## src/hw/cmp_pkg.sv

```systemverilog
// Package for the dual comparator control block: offsets, fields, reset values, carriers
// Assumes a 32-bit AXI4-Lite register bus with word-aligned registers
package cmp_pkg;
   localparam int unsigned NUM_CMP = 2;
   localparam logic [7:0] OFS_CTRL0_C1 = 8'h00;
   localparam logic [7:0] OFS_CTRL1_C1 = 8'h04;
   localparam logic [7:0] OFS_CTRL0_C2 = 8'h08;
   localparam logic [7:0] OFS_CTRL1_C2 = 8'h0C;
   localparam logic [7:0] OFS_MIRROR = 8'h10;
   localparam logic [7:0] OFS_FLAGS = 8'h14;
   localparam logic [7:0] OFS_ROUTE = 8'h18;
   localparam logic [7:0] CMP_STRIDE = 8'h08;
   // First control register fields
   localparam int unsigned B_ON = 7;
   localparam int unsigned B_RESULT = 6;
   localparam int unsigned B_INVERT = 4;
   localparam int unsigned B_HYS = 1;
   localparam int unsigned B_SYNC = 0;
   // Second control register fields
   localparam int unsigned B_RISE_EN = 7;
   localparam int unsigned B_FALL_EN = 6;
   localparam int unsigned B_PCH = 3;
   localparam int unsigned B_NCH = 0;
   // Route register: bits 0..1 select comparator 1/2 for the pin, bit 4 pin direction
   localparam int unsigned B_ROUTE_SEL = 0;
   localparam int unsigned B_PIN_DIR = 4;
   localparam logic [7:0] CTRL0_RST = 8'h00;
   localparam logic [7:0] CTRL1_RST = 8'h00;
   localparam logic [7:0] ROUTE_RST = 8'h10;
   localparam logic [1:0] RESP_OKAY = 2'h0;
   localparam logic [1:0] RESP_SLVERR = 2'h2;

   typedef struct packed {
      logic on;
      logic invert;
      logic hys;
      logic sync;
      logic rise_en;
      logic fall_en;
      logic [2:0] pch;
      logic [2:0] nch;
   } cmp_cfg_t;
endpackage

```

## src/hw/cmp_channel.sv

```systemverilog
// One comparator channel: enable gating, polarity, sampling, timer sync, edge flag
// Assumes analog result already sampled by two flip-flops; timer clock level synchronised
`timescale 1ns/1ps
`default_nettype none
module cmp_channel
   import cmp_pkg::*;
(
   input wire logic clk,
   input wire logic rst,
   input wire cmp_cfg_t cfg,
   input wire logic raw_sync,
   input wire logic tmr_fall,
   input wire logic flag_clr,
   output logic comb_out,
   output logic result_r,
   output logic synced_r,
   output logic flag_r
);
   logic prev_r;
   logic rise;
   logic fall;

   // Off comparator reads low unless inverted; invert applies after gating
   assign comb_out = (cfg.on & raw_sync) ^ cfg.invert;

   always_ff @(posedge clk) begin
      if (rst) begin
         result_r <= 1'b0;
      end else begin
         result_r <= comb_out;
      end
   end

   always_ff @(posedge clk) begin
      if (rst) begin
         synced_r <= 1'b0;
      end else if (tmr_fall) begin
         synced_r <= comb_out;
      end
   end

   always_ff @(posedge clk) begin
      if (rst) begin
         prev_r <= 1'b0;
      end else begin
         prev_r <= result_r;
      end
   end

   assign rise = result_r & ~prev_r;
   assign fall = ~result_r & prev_r;

   always_ff @(posedge clk) begin
      if (rst) begin
         flag_r <= 1'b0;
      end else if ((rise & cfg.rise_en) | (fall & cfg.fall_en)) begin
         flag_r <= 1'b1;
      end else if (flag_clr) begin
         flag_r <= 1'b0;
      end
   end

   AST_SET_WINS: assert property (@(posedge clk) disable iff (rst)
      (rise & cfg.rise_en & flag_clr) |=> flag_r)
      else $error("flag lost on clear");
   AST_RISE_FLAG: assert property (@(posedge clk) disable iff (rst)
      (rise & cfg.rise_en) |=> flag_r)
      else $error("rising edge flag missing");
   AST_FALL_FLAG: assert property (@(posedge clk) disable iff (rst)
      (fall & cfg.fall_en) |=> flag_r)
      else $error("falling edge flag missing");
   AST_SAMPLE: assert property (@(posedge clk) disable iff (rst)
      1'b1 |=> result_r == $past(comb_out))
      else $error("result not sampled");
   AST_OFF_LOW: assert property (@(posedge clk) disable iff (rst)
      (!cfg.on && !cfg.invert) [*2] |-> !result_r)
      else $error("disabled comparator not low");
   AST_SYNC_HOLD: assert property (@(posedge clk) disable iff (rst)
      !tmr_fall |=> $stable(synced_r))
      else $error("sync output changed without timer edge");
   COV_RISE: cover property (@(posedge clk) disable iff (rst) rise && cfg.rise_en);
   COV_FALL: cover property (@(posedge clk) disable iff (rst) fall && cfg.fall_en);
   COV_CLR_RACE: cover property (@(posedge clk) disable iff (rst) rise && cfg.rise_en && flag_clr);
endmodule
`default_nettype wire

```

## src/hw/cmp_ctrl.sv

```systemverilog
// Dual comparator digital control with AXI4-Lite register slave
// Assumes analog comparator results and timer clock arrive asynchronously from pins
//
// Function
// - Raw result high when noninverting input higher
// - Enable bit gates comparator; off is low-power
// - Result readable in control and mirror registers
// - Result routed to pin when direction output
// - Internal result registered every cycle
// - Pin output registered from the live result unless sync selected
// - Invert bit inverts reported result
// - Hysteresis bit switches input hysteresis
// - Two comparators, two control registers each
// - Sync captures on timer clock falling edge
// - Enabled edges set the interrupt flag
// - Software clears flag; simultaneous edge wins
//
// The placing of the registers and the AXI4-Lite register port were chosen for this implementation.
`timescale 1ns/1ps
`default_nettype none
module cmp_ctrl
   import cmp_pkg::*;
(
   input wire logic clk,
   input wire logic rst,
   input wire logic [NUM_CMP-1:0] cmp_raw,
   input wire logic tmr_clk,
   output logic [NUM_CMP-1:0] cmp_enable,
   output logic [NUM_CMP-1:0] cmp_hys_en,
   output logic [5:0] cmp_in_sel_0,
   output logic [5:0] cmp_in_sel_1,
   output logic pin_out,
   output logic pin_oe,
   output logic [NUM_CMP-1:0] cmp_flag,
   input wire logic [31:0] s_axi_awaddr,
   input wire logic s_axi_awvalid,
   output logic s_axi_awready,
   input wire logic [31:0] s_axi_wdata,
   input wire logic [3:0] s_axi_wstrb,
   input wire logic s_axi_wvalid,
   output logic s_axi_wready,
   output logic [1:0] s_axi_bresp,
   output logic s_axi_bvalid,
   input wire logic s_axi_bready,
   input wire logic [31:0] s_axi_araddr,
   input wire logic s_axi_arvalid,
   output logic s_axi_arready,
   output logic [31:0] s_axi_rdata,
   output logic [1:0] s_axi_rresp,
   output logic s_axi_rvalid,
   input wire logic s_axi_rready
);
   // Register map and pin routing serve exactly two comparators
   if (NUM_CMP != 2) begin : g_bad_num
      $error("two comparators only");
   end

   cmp_cfg_t cfg [NUM_CMP];
   logic [NUM_CMP-1:0] raw_m_r, raw_s_r, comb, result, synced, flag, clr;
   logic [2:0] tmr_r;
   logic tmr_fall;
   logic [7:0] route_r;
   logic [7:0] aw_r;
   logic [31:0] wd_r;
   logic [3:0] ws_r;
   logic aw_ok_r, w_ok_r;
   logic wr_go;
   logic [NUM_CMP-1:0] pin_val;

   // Two-stage synchronisers for pin-level inputs
   always_ff @(posedge clk) begin
      if (rst) begin
         raw_m_r <= '0;
         raw_s_r <= '0;
         tmr_r <= '0;
      end else begin
         raw_m_r <= cmp_raw;
         raw_s_r <= raw_m_r;
         tmr_r <= {tmr_r[1:0], tmr_clk};
      end
   end
   assign tmr_fall = tmr_r[2] & ~tmr_r[1];

   genvar gi;
   generate
      for (gi = 0; gi < NUM_CMP; gi++) begin : g_ch
         cmp_channel u_ch (
            .clk(clk),
            .rst(rst),
            .cfg(cfg[gi]),
            .raw_sync(raw_s_r[gi]),
            .tmr_fall(tmr_fall),
            .flag_clr(clr[gi]),
            .comb_out(comb[gi]),
            .result_r(result[gi]),
            .synced_r(synced[gi]),
            .flag_r(flag[gi])
         );
         assign pin_val[gi] = cfg[gi].sync ? synced[gi] : comb[gi];
      end
   endgenerate

   // Write channel: address and data taken in either order
   assign wr_go = aw_ok_r & w_ok_r & ~s_axi_bvalid;

   always_ff @(posedge clk) begin
      if (rst) begin
         aw_ok_r <= 1'b0;
         w_ok_r <= 1'b0;
         aw_r <= '0;
         wd_r <= '0;
         ws_r <= '0;
         s_axi_awready <= 1'b0;
         s_axi_wready <= 1'b0;
      end else begin
         s_axi_awready <= ~aw_ok_r & ~s_axi_awready & s_axi_awvalid;
         s_axi_wready <= ~w_ok_r & ~s_axi_wready & s_axi_wvalid;
         if (s_axi_awvalid & s_axi_awready) begin
            aw_ok_r <= 1'b1;
            aw_r <= s_axi_awaddr[7:0];
         end else if (wr_go) begin
            aw_ok_r <= 1'b0;
         end
         if (s_axi_wvalid & s_axi_wready) begin
            w_ok_r <= 1'b1;
            wd_r <= s_axi_wdata;
            ws_r <= s_axi_wstrb;
         end else if (wr_go) begin
            w_ok_r <= 1'b0;
         end
      end
   end

   function automatic logic mapped(input logic [7:0] a);
      mapped = (a == OFS_CTRL0_C1) || (a == OFS_CTRL1_C1) || (a == OFS_CTRL0_C2) ||
         (a == OFS_CTRL1_C2) || (a == OFS_MIRROR) || (a == OFS_FLAGS) || (a == OFS_ROUTE);
   endfunction

   always_ff @(posedge clk) begin
      if (rst) begin
         s_axi_bvalid <= 1'b0;
         s_axi_bresp <= RESP_OKAY;
      end else if (wr_go) begin
         s_axi_bvalid <= 1'b1;
         s_axi_bresp <= mapped(aw_r) ? RESP_OKAY : RESP_SLVERR;
      end else if (s_axi_bready) begin
         s_axi_bvalid <= 1'b0;
      end
   end

   // Configuration registers per comparator
   generate
      for (gi = 0; gi < NUM_CMP; gi++) begin : g_cfg
         localparam logic [7:0] C0 = OFS_CTRL0_C1 + CMP_STRIDE * 8'(gi);
         localparam logic [7:0] C1 = OFS_CTRL1_C1 + CMP_STRIDE * 8'(gi);
         always_ff @(posedge clk) begin
            if (rst) begin
               cfg[gi] <= '0;
            end else if (wr_go && ws_r[0]) begin
               if (aw_r == C0) begin
                  cfg[gi].on <= wd_r[B_ON];
                  cfg[gi].invert <= wd_r[B_INVERT];
                  cfg[gi].hys <= wd_r[B_HYS];
                  cfg[gi].sync <= wd_r[B_SYNC];
               end
               if (aw_r == C1) begin
                  cfg[gi].rise_en <= wd_r[B_RISE_EN];
                  cfg[gi].fall_en <= wd_r[B_FALL_EN];
                  cfg[gi].pch <= wd_r[B_PCH +: 3];
                  cfg[gi].nch <= wd_r[B_NCH +: 3];
               end
            end
         end
         // Write one to clear a flag
         assign clr[gi] = wr_go && ws_r[0] && (aw_r == OFS_FLAGS) && wd_r[gi];
      end
   endgenerate

   always_ff @(posedge clk) begin
      if (rst) begin
         route_r <= ROUTE_RST;
      end else if (wr_go && ws_r[0] && aw_r == OFS_ROUTE) begin
         route_r <= wd_r[7:0];
      end
   end

   // Read channel
   function automatic logic [7:0] ctrl0_rd(input cmp_cfg_t c, input logic r);
      ctrl0_rd = '0;
      ctrl0_rd[B_ON] = c.on;
      ctrl0_rd[B_RESULT] = r;
      ctrl0_rd[B_INVERT] = c.invert;
      ctrl0_rd[B_HYS] = c.hys;
      ctrl0_rd[B_SYNC] = c.sync;
   endfunction

   function automatic logic [7:0] ctrl1_rd(input cmp_cfg_t c);
      ctrl1_rd = '0;
      ctrl1_rd[B_RISE_EN] = c.rise_en;
      ctrl1_rd[B_FALL_EN] = c.fall_en;
      ctrl1_rd[B_PCH +: 3] = c.pch;
      ctrl1_rd[B_NCH +: 3] = c.nch;
   endfunction

   always_ff @(posedge clk) begin
      if (rst) begin
         s_axi_arready <= 1'b0;
         s_axi_rvalid <= 1'b0;
         s_axi_rdata <= '0;
         s_axi_rresp <= RESP_OKAY;
      end else begin
         s_axi_arready <= ~s_axi_arready & ~s_axi_rvalid & s_axi_arvalid;
         if (s_axi_arvalid & s_axi_arready) begin
            s_axi_rvalid <= 1'b1;
            s_axi_rresp <= mapped(s_axi_araddr[7:0]) ? RESP_OKAY : RESP_SLVERR;
            case (s_axi_araddr[7:0])
               OFS_CTRL0_C1: s_axi_rdata <= {24'h0, ctrl0_rd(cfg[0], result[0])};
               OFS_CTRL1_C1: s_axi_rdata <= {24'h0, ctrl1_rd(cfg[0])};
               OFS_CTRL0_C2: s_axi_rdata <= {24'h0, ctrl0_rd(cfg[1], result[1])};
               OFS_CTRL1_C2: s_axi_rdata <= {24'h0, ctrl1_rd(cfg[1])};
               OFS_MIRROR: s_axi_rdata <= {30'h0, result};
               OFS_FLAGS: s_axi_rdata <= {30'h0, flag};
               OFS_ROUTE: s_axi_rdata <= {24'h0, route_r};
               default: s_axi_rdata <= 32'h0;
            endcase
         end else if (s_axi_rready) begin
            s_axi_rvalid <= 1'b0;
         end
      end
   end

   // Pin drive and analog control outputs from flip-flops
   always_ff @(posedge clk) begin
      if (rst) begin
         pin_out <= 1'b0;
         pin_oe <= 1'b0;
         cmp_enable <= '0;
         cmp_hys_en <= '0;
         cmp_in_sel_0 <= '0;
         cmp_in_sel_1 <= '0;
         cmp_flag <= '0;
      end else begin
         pin_out <= |(route_r[B_ROUTE_SEL +: 2] & pin_val);
         pin_oe <= ~route_r[B_PIN_DIR] & (|route_r[B_ROUTE_SEL +: 2]);
         cmp_enable <= {cfg[1].on, cfg[0].on};
         cmp_hys_en <= {cfg[1].hys, cfg[0].hys};
         cmp_in_sel_0 <= {cfg[0].pch, cfg[0].nch};
         cmp_in_sel_1 <= {cfg[1].pch, cfg[1].nch};
         cmp_flag <= flag;
      end
   end

   AST_PIN_OE: assert property (@(posedge clk) disable iff (rst)
      route_r[B_PIN_DIR] |=> !pin_oe)
      else $error("pin driven while direction is input");
   AST_MIRROR_LOW: assert property (@(posedge clk) disable iff (rst)
      (!cfg[0].on && !cfg[0].invert) [*3] |-> !result[0])
      else $error("disabled comparator reads high");
   COV_PIN: cover property (@(posedge clk) disable iff (rst) pin_oe && pin_out);
   COV_WRITE: cover property (@(posedge clk) disable iff (rst) s_axi_bvalid && s_axi_bready);
endmodule
`default_nettype wire

```

## config.mk

```make
export PLATFORM = sky130hd
export DESIGN_NAME = cmp_ctrl
export DESIGN_NICKNAME = d
export VERILOG_FILES = /design/src/hw/cmp_pkg.sv /design/src/hw/cmp_channel.sv /design/src/hw/cmp_ctrl.sv
export SDC_FILE = /design/constraint.sdc
export NUM_CORES = 1
export LEC_CHECK = 0
export BUFFER_PORTS_ARGS = -buffer_cell sky130_fd_sc_hd__buf_2
export CAP_MARGIN = 20
export CELL_PAD_IN_SITES_DETAIL_PLACEMENT = 0
export CELL_PAD_IN_SITES_GLOBAL_PLACEMENT = 1
export CORE_MARGIN = 3
export CORE_UTILIZATION = 35
export DETAILED_ROUTE_END_ITERATION = 10
export GPL_ROUTABILITY_DRIVEN = 0
export GPL_TIMING_DRIVEN = 0
export MAX_ROUTING_LAYER = met4
export PLACE_DENSITY = 0.76
export SYNTH_ARGS = -nofsm -noshare
export SYNTH_HDL_FRONTEND = slang
export SYNTH_SLANG_ARGS = --single-unit
```

## constraint.sdc

```tcl
create_clock -name clk -period 2.07 [get_ports clk]
set_input_delay 0.1035 -clock clk [delete_from_list [all_inputs] [get_ports clk]]
set_output_delay 0.1035 -clock clk [all_outputs]
set_load 0.01 [all_outputs]
```

==> metrics <==
outcome finished clean; number of DRC violations after detailed routing 0; Hold Path Class input pin to flip-flop; startpoint class of the critical path flip-flop; number of synthesized register bits 101; Max transition margin 0.3720; number of slew-limit violations in the final report 0; Syn Area/Cell 10.26 sq um; number of antenna diodes 0; total detailed-routing wirelength approximately 9600 um; # rows 38; Routed met3 length 566 um; number of antenna violations at the first check in global routing 0; most instantiated library cell after synthesis sky130_fd_sc_hd__dfxtp_1; Total Routing Usage GR 0.1542; chip height 114.3 um; Max Cap Viol 0; vias in the first global route a little under 3000; worst clock skew 0.007414 ns; placeable core region 11130 sq um; class of the most critical setup path flip-flop to flip-flop; Synth async-reset ratio 0; synthesized netlist cell count 400; slowest stage cell, crit path sky130_fd_sc_hd__or3_1; largest net degree at the start of global routing 19; CP required roughly 2.1 ns; Final Net Count 618; number of non-filler instances in the completed layout 653; cell type with the highest aggregate area in the netlist sky130_fd_sc_hd__dfxtp_1; Worst EP arrival 2.00 ns; latest clock arrival within the worst-skew pair about 0.34 ns; root buf cell sky130_fd_sc_hd__clkbuf_16; H-tree lvl count 3; number of different library cells in the post-synthesis netlist 47; overflow left after global routing 0; kind of end point of the critical path flip-flop; least setup slack across all paths after layout 0.1011 ns; power density cells 791.2 nW/um^2; Max Fclk ~510 MHz; initial drt markers 193; delay of the slowest cell on the worst path about 0.44 ns; Yosys warnings 0; area of the die 13060 sq um; number of buffers and inverters on the critical path 0; number of enable flip-flop cells after synthesis 24; Routed Antenna Nets 0; setup violators final 0; Synth top cells by count sky130_fd_sc_hd__dfxtp_1 (77), sky130_fd_sc_hd__nand2_1 (45), sky130_fd_sc_hd__nor2b_1 (29); I/O pin cnt approximately 170; number of vias after detailed routing 3099; worst-case vdd ir drop between 0.4 and 0.5 mV; Period Utilization, post-route 0.9511; x dimension of the die about 110 um; fraction of final layout cells sized beyond drive strength 1 0.2515; maximum clock path buffer count 2; final cell utilization of the core 0.4563; final setup TNS 0 ns; TritonCTS clock tree yes; HPWL after detailed placement 7238 um; average wire per cell in the routed design about 15 um; total power consumption of the routed design ~4.0 mW; area growth from synthesis to layout 23.69%; clk sink count 101; global-route wire length before repair roughly 15000 um; number of CTS-inserted buffers 9; drt first pass iters 6; proportion of synthesized chip area in sequential cells 0.5512; Routed met2 length 4331 um; port bufs 66; crit-path max FO 8; cell chain of the critical path or3_1 > or2_2 > nor2_2 > a41o_2; post-CTS clock slew at the launch and capture registers of the worst setup and hold paths 0.07 ns; effective utilization at floorplan 0.3689; Worst Max-Slew Pin Slew 0.9348 ns; final critical path time including I/O delays and setup 1.969 ns; biggest area contributors in the synthesized netlist sky130_fd_sc_hd__dfxtp_1 (38%), sky130_fd_sc_hd__edfxtp_1 (18%), sky130_fd_sc_hd__buf_4 (4.9%), sky130_fd_sc_hd__nor2b_1 (4.4%), sky130_fd_sc_hd__and2_1 (4.1%); main flop type after synthesis sky130_fd_sc_hd__dfxtp_1; area share of the leading cell type in the synthesized netlist 0.3756; Placed Instances 631; highest metal used met4; cell type group with the largest total delay on the critical path simple AND/OR/NAND/NOR gates; final number of hold-violating endpoints 0; DR vias/cell 4.746; netlist area before placement just over 4000 sq um; minimum setup slack after placement -0.06310 ns; routed metal-1 wirelength 4477 um; leakage power 2.048 nW; RSZ-0062 raised after global routing false
-- layer usage --
layer / vias to the layer above / global-route usage
li1: 1559 / -
met1: 1418 / 0.2031
met2: 105 / 0.2326
met3: 17 / 0.02907
met4: 0 / 0.06651
met5: - / -
-- state kept, by name, summed over array words and instances (netlist names), 3 cells and up --
signal / count
tmr_r: 3
cmp_in_sel_0: 6
aw_r: 8
s_axi_rdata: 8
cmp_in_sel_1: 6
route_r: 8
cfg: 24
wd_r: 8
-- power breakdown --
part           internal, mW  switching, mW
combinational         0.137          0.169
sequential             2.07         0.0400
clock                 0.831          0.766
-- through the flow --
step | cell area [sq um] | hold WS, ns
3_3_place_gp | 4703 | 0.3196
5_1_grt | 5076 | 0.01814
2_1_floorplan | 4198 | 0.2317
4_1_cts | 5037 | 0.001178
6_report | 5076 | 0.009293
3_5_place_dp | 4703 | 0.3258
-- logic make-up after synthesis --
group,synth area share
other,0.0009138
AND/OR/NAND/NOR,0.2250
AO/OA/AOI/OAI,0.09268
multiplexers,0.04909
buffers and inverters,0.07683
flip-flops,0.5512
XOR/XNOR,0.004269
-- cell usage in the layout, fill, tap and decap left out, types with 3 or more instances in the layout --
cell                             n
sky130_fd_sc_hd__edfxtp_1       24
sky130_fd_sc_hd__nor2_1         21
sky130_fd_sc_hd__nand4_1         3
sky130_fd_sc_hd__buf_2          66
sky130_fd_sc_hd__inv_6           3
sky130_fd_sc_hd__o21ai_0         5
sky130_fd_sc_hd__and2_1         27
sky130_fd_sc_hd__nand3_1        13
sky130_fd_sc_hd__nor2b_1        28
sky130_fd_sc_hd__dfxtp_1        77
sky130_fd_sc_hd__buf_4          27
sky130_fd_sc_hd__a222oi_1        3
sky130_fd_sc_hd__inv_1           8
sky130_fd_sc_hd__nand3b_1        3
sky130_fd_sc_hd__a31oi_1         4
sky130_fd_sc_hd__conb_1         26
sky130_fd_sc_hd__mux2i_1        10
sky130_fd_sc_hd__nand2_1        45
sky130_fd_sc_hd__a21oi_1        25
sky130_fd_sc_hd__a211oi_1        4
sky130_fd_sc_hd__nand2b_1        4
sky130_fd_sc_hd__dlygate4sd3_1   5
sky130_fd_sc_hd__clkbuf_1       15
sky130_fd_sc_hd__clkbuf_16       9
sky130_fd_sc_hd__nor3_1          5
sky130_fd_sc_hd__o31ai_1         3
sky130_fd_sc_hd__mux4_2          4
sky130_fd_sc_hd__nor4b_1         4
-- timing repair --
item,CTS,global route
hold endpoints to repair,5,0
cloned,0,0
endpoints found under the setup margin,16,29
resized for setup,2,5
setup buffers,0,1
pin swaps,0,1
hold buffers,5,0
-- worst paths after layout --
path / startpoint / end / slack [ns] / cells past startpoint
min: s_axi_wdata[7] / wd_r[7] / 0.009 / 3
min reg2reg: tmr_r[0] / tmr_r[1] / 0.44 / 1
max reg2reg: aw_r[5] / cfg[1][6] / 0.10 / 4
max: aw_r[5] / cfg[1][6] / 0.10 / 4
-- worst reg2reg max path, stage by stage, from the launching register on --
cell	delay (ns)
sky130_fd_sc_hd__dfxtp_1	0.31
sky130_fd_sc_hd__or3_1	0.44
sky130_fd_sc_hd__or2_2	0.35
sky130_fd_sc_hd__nor2_2	0.21
sky130_fd_sc_hd__a41o_2	0.35
-- layout make-up --
cell class,instances,area (sq um)
fill,1108,6050
sequential,101,2262
multi-input combinational,271,1643
timing repair buffer,72,400.4
buffer,45,285.3
clock buffer,9,225.2
tap,140,175.2
clock inverter,7,55.05
inverter,8,30.03
Power figures use the tool's default switching activity.
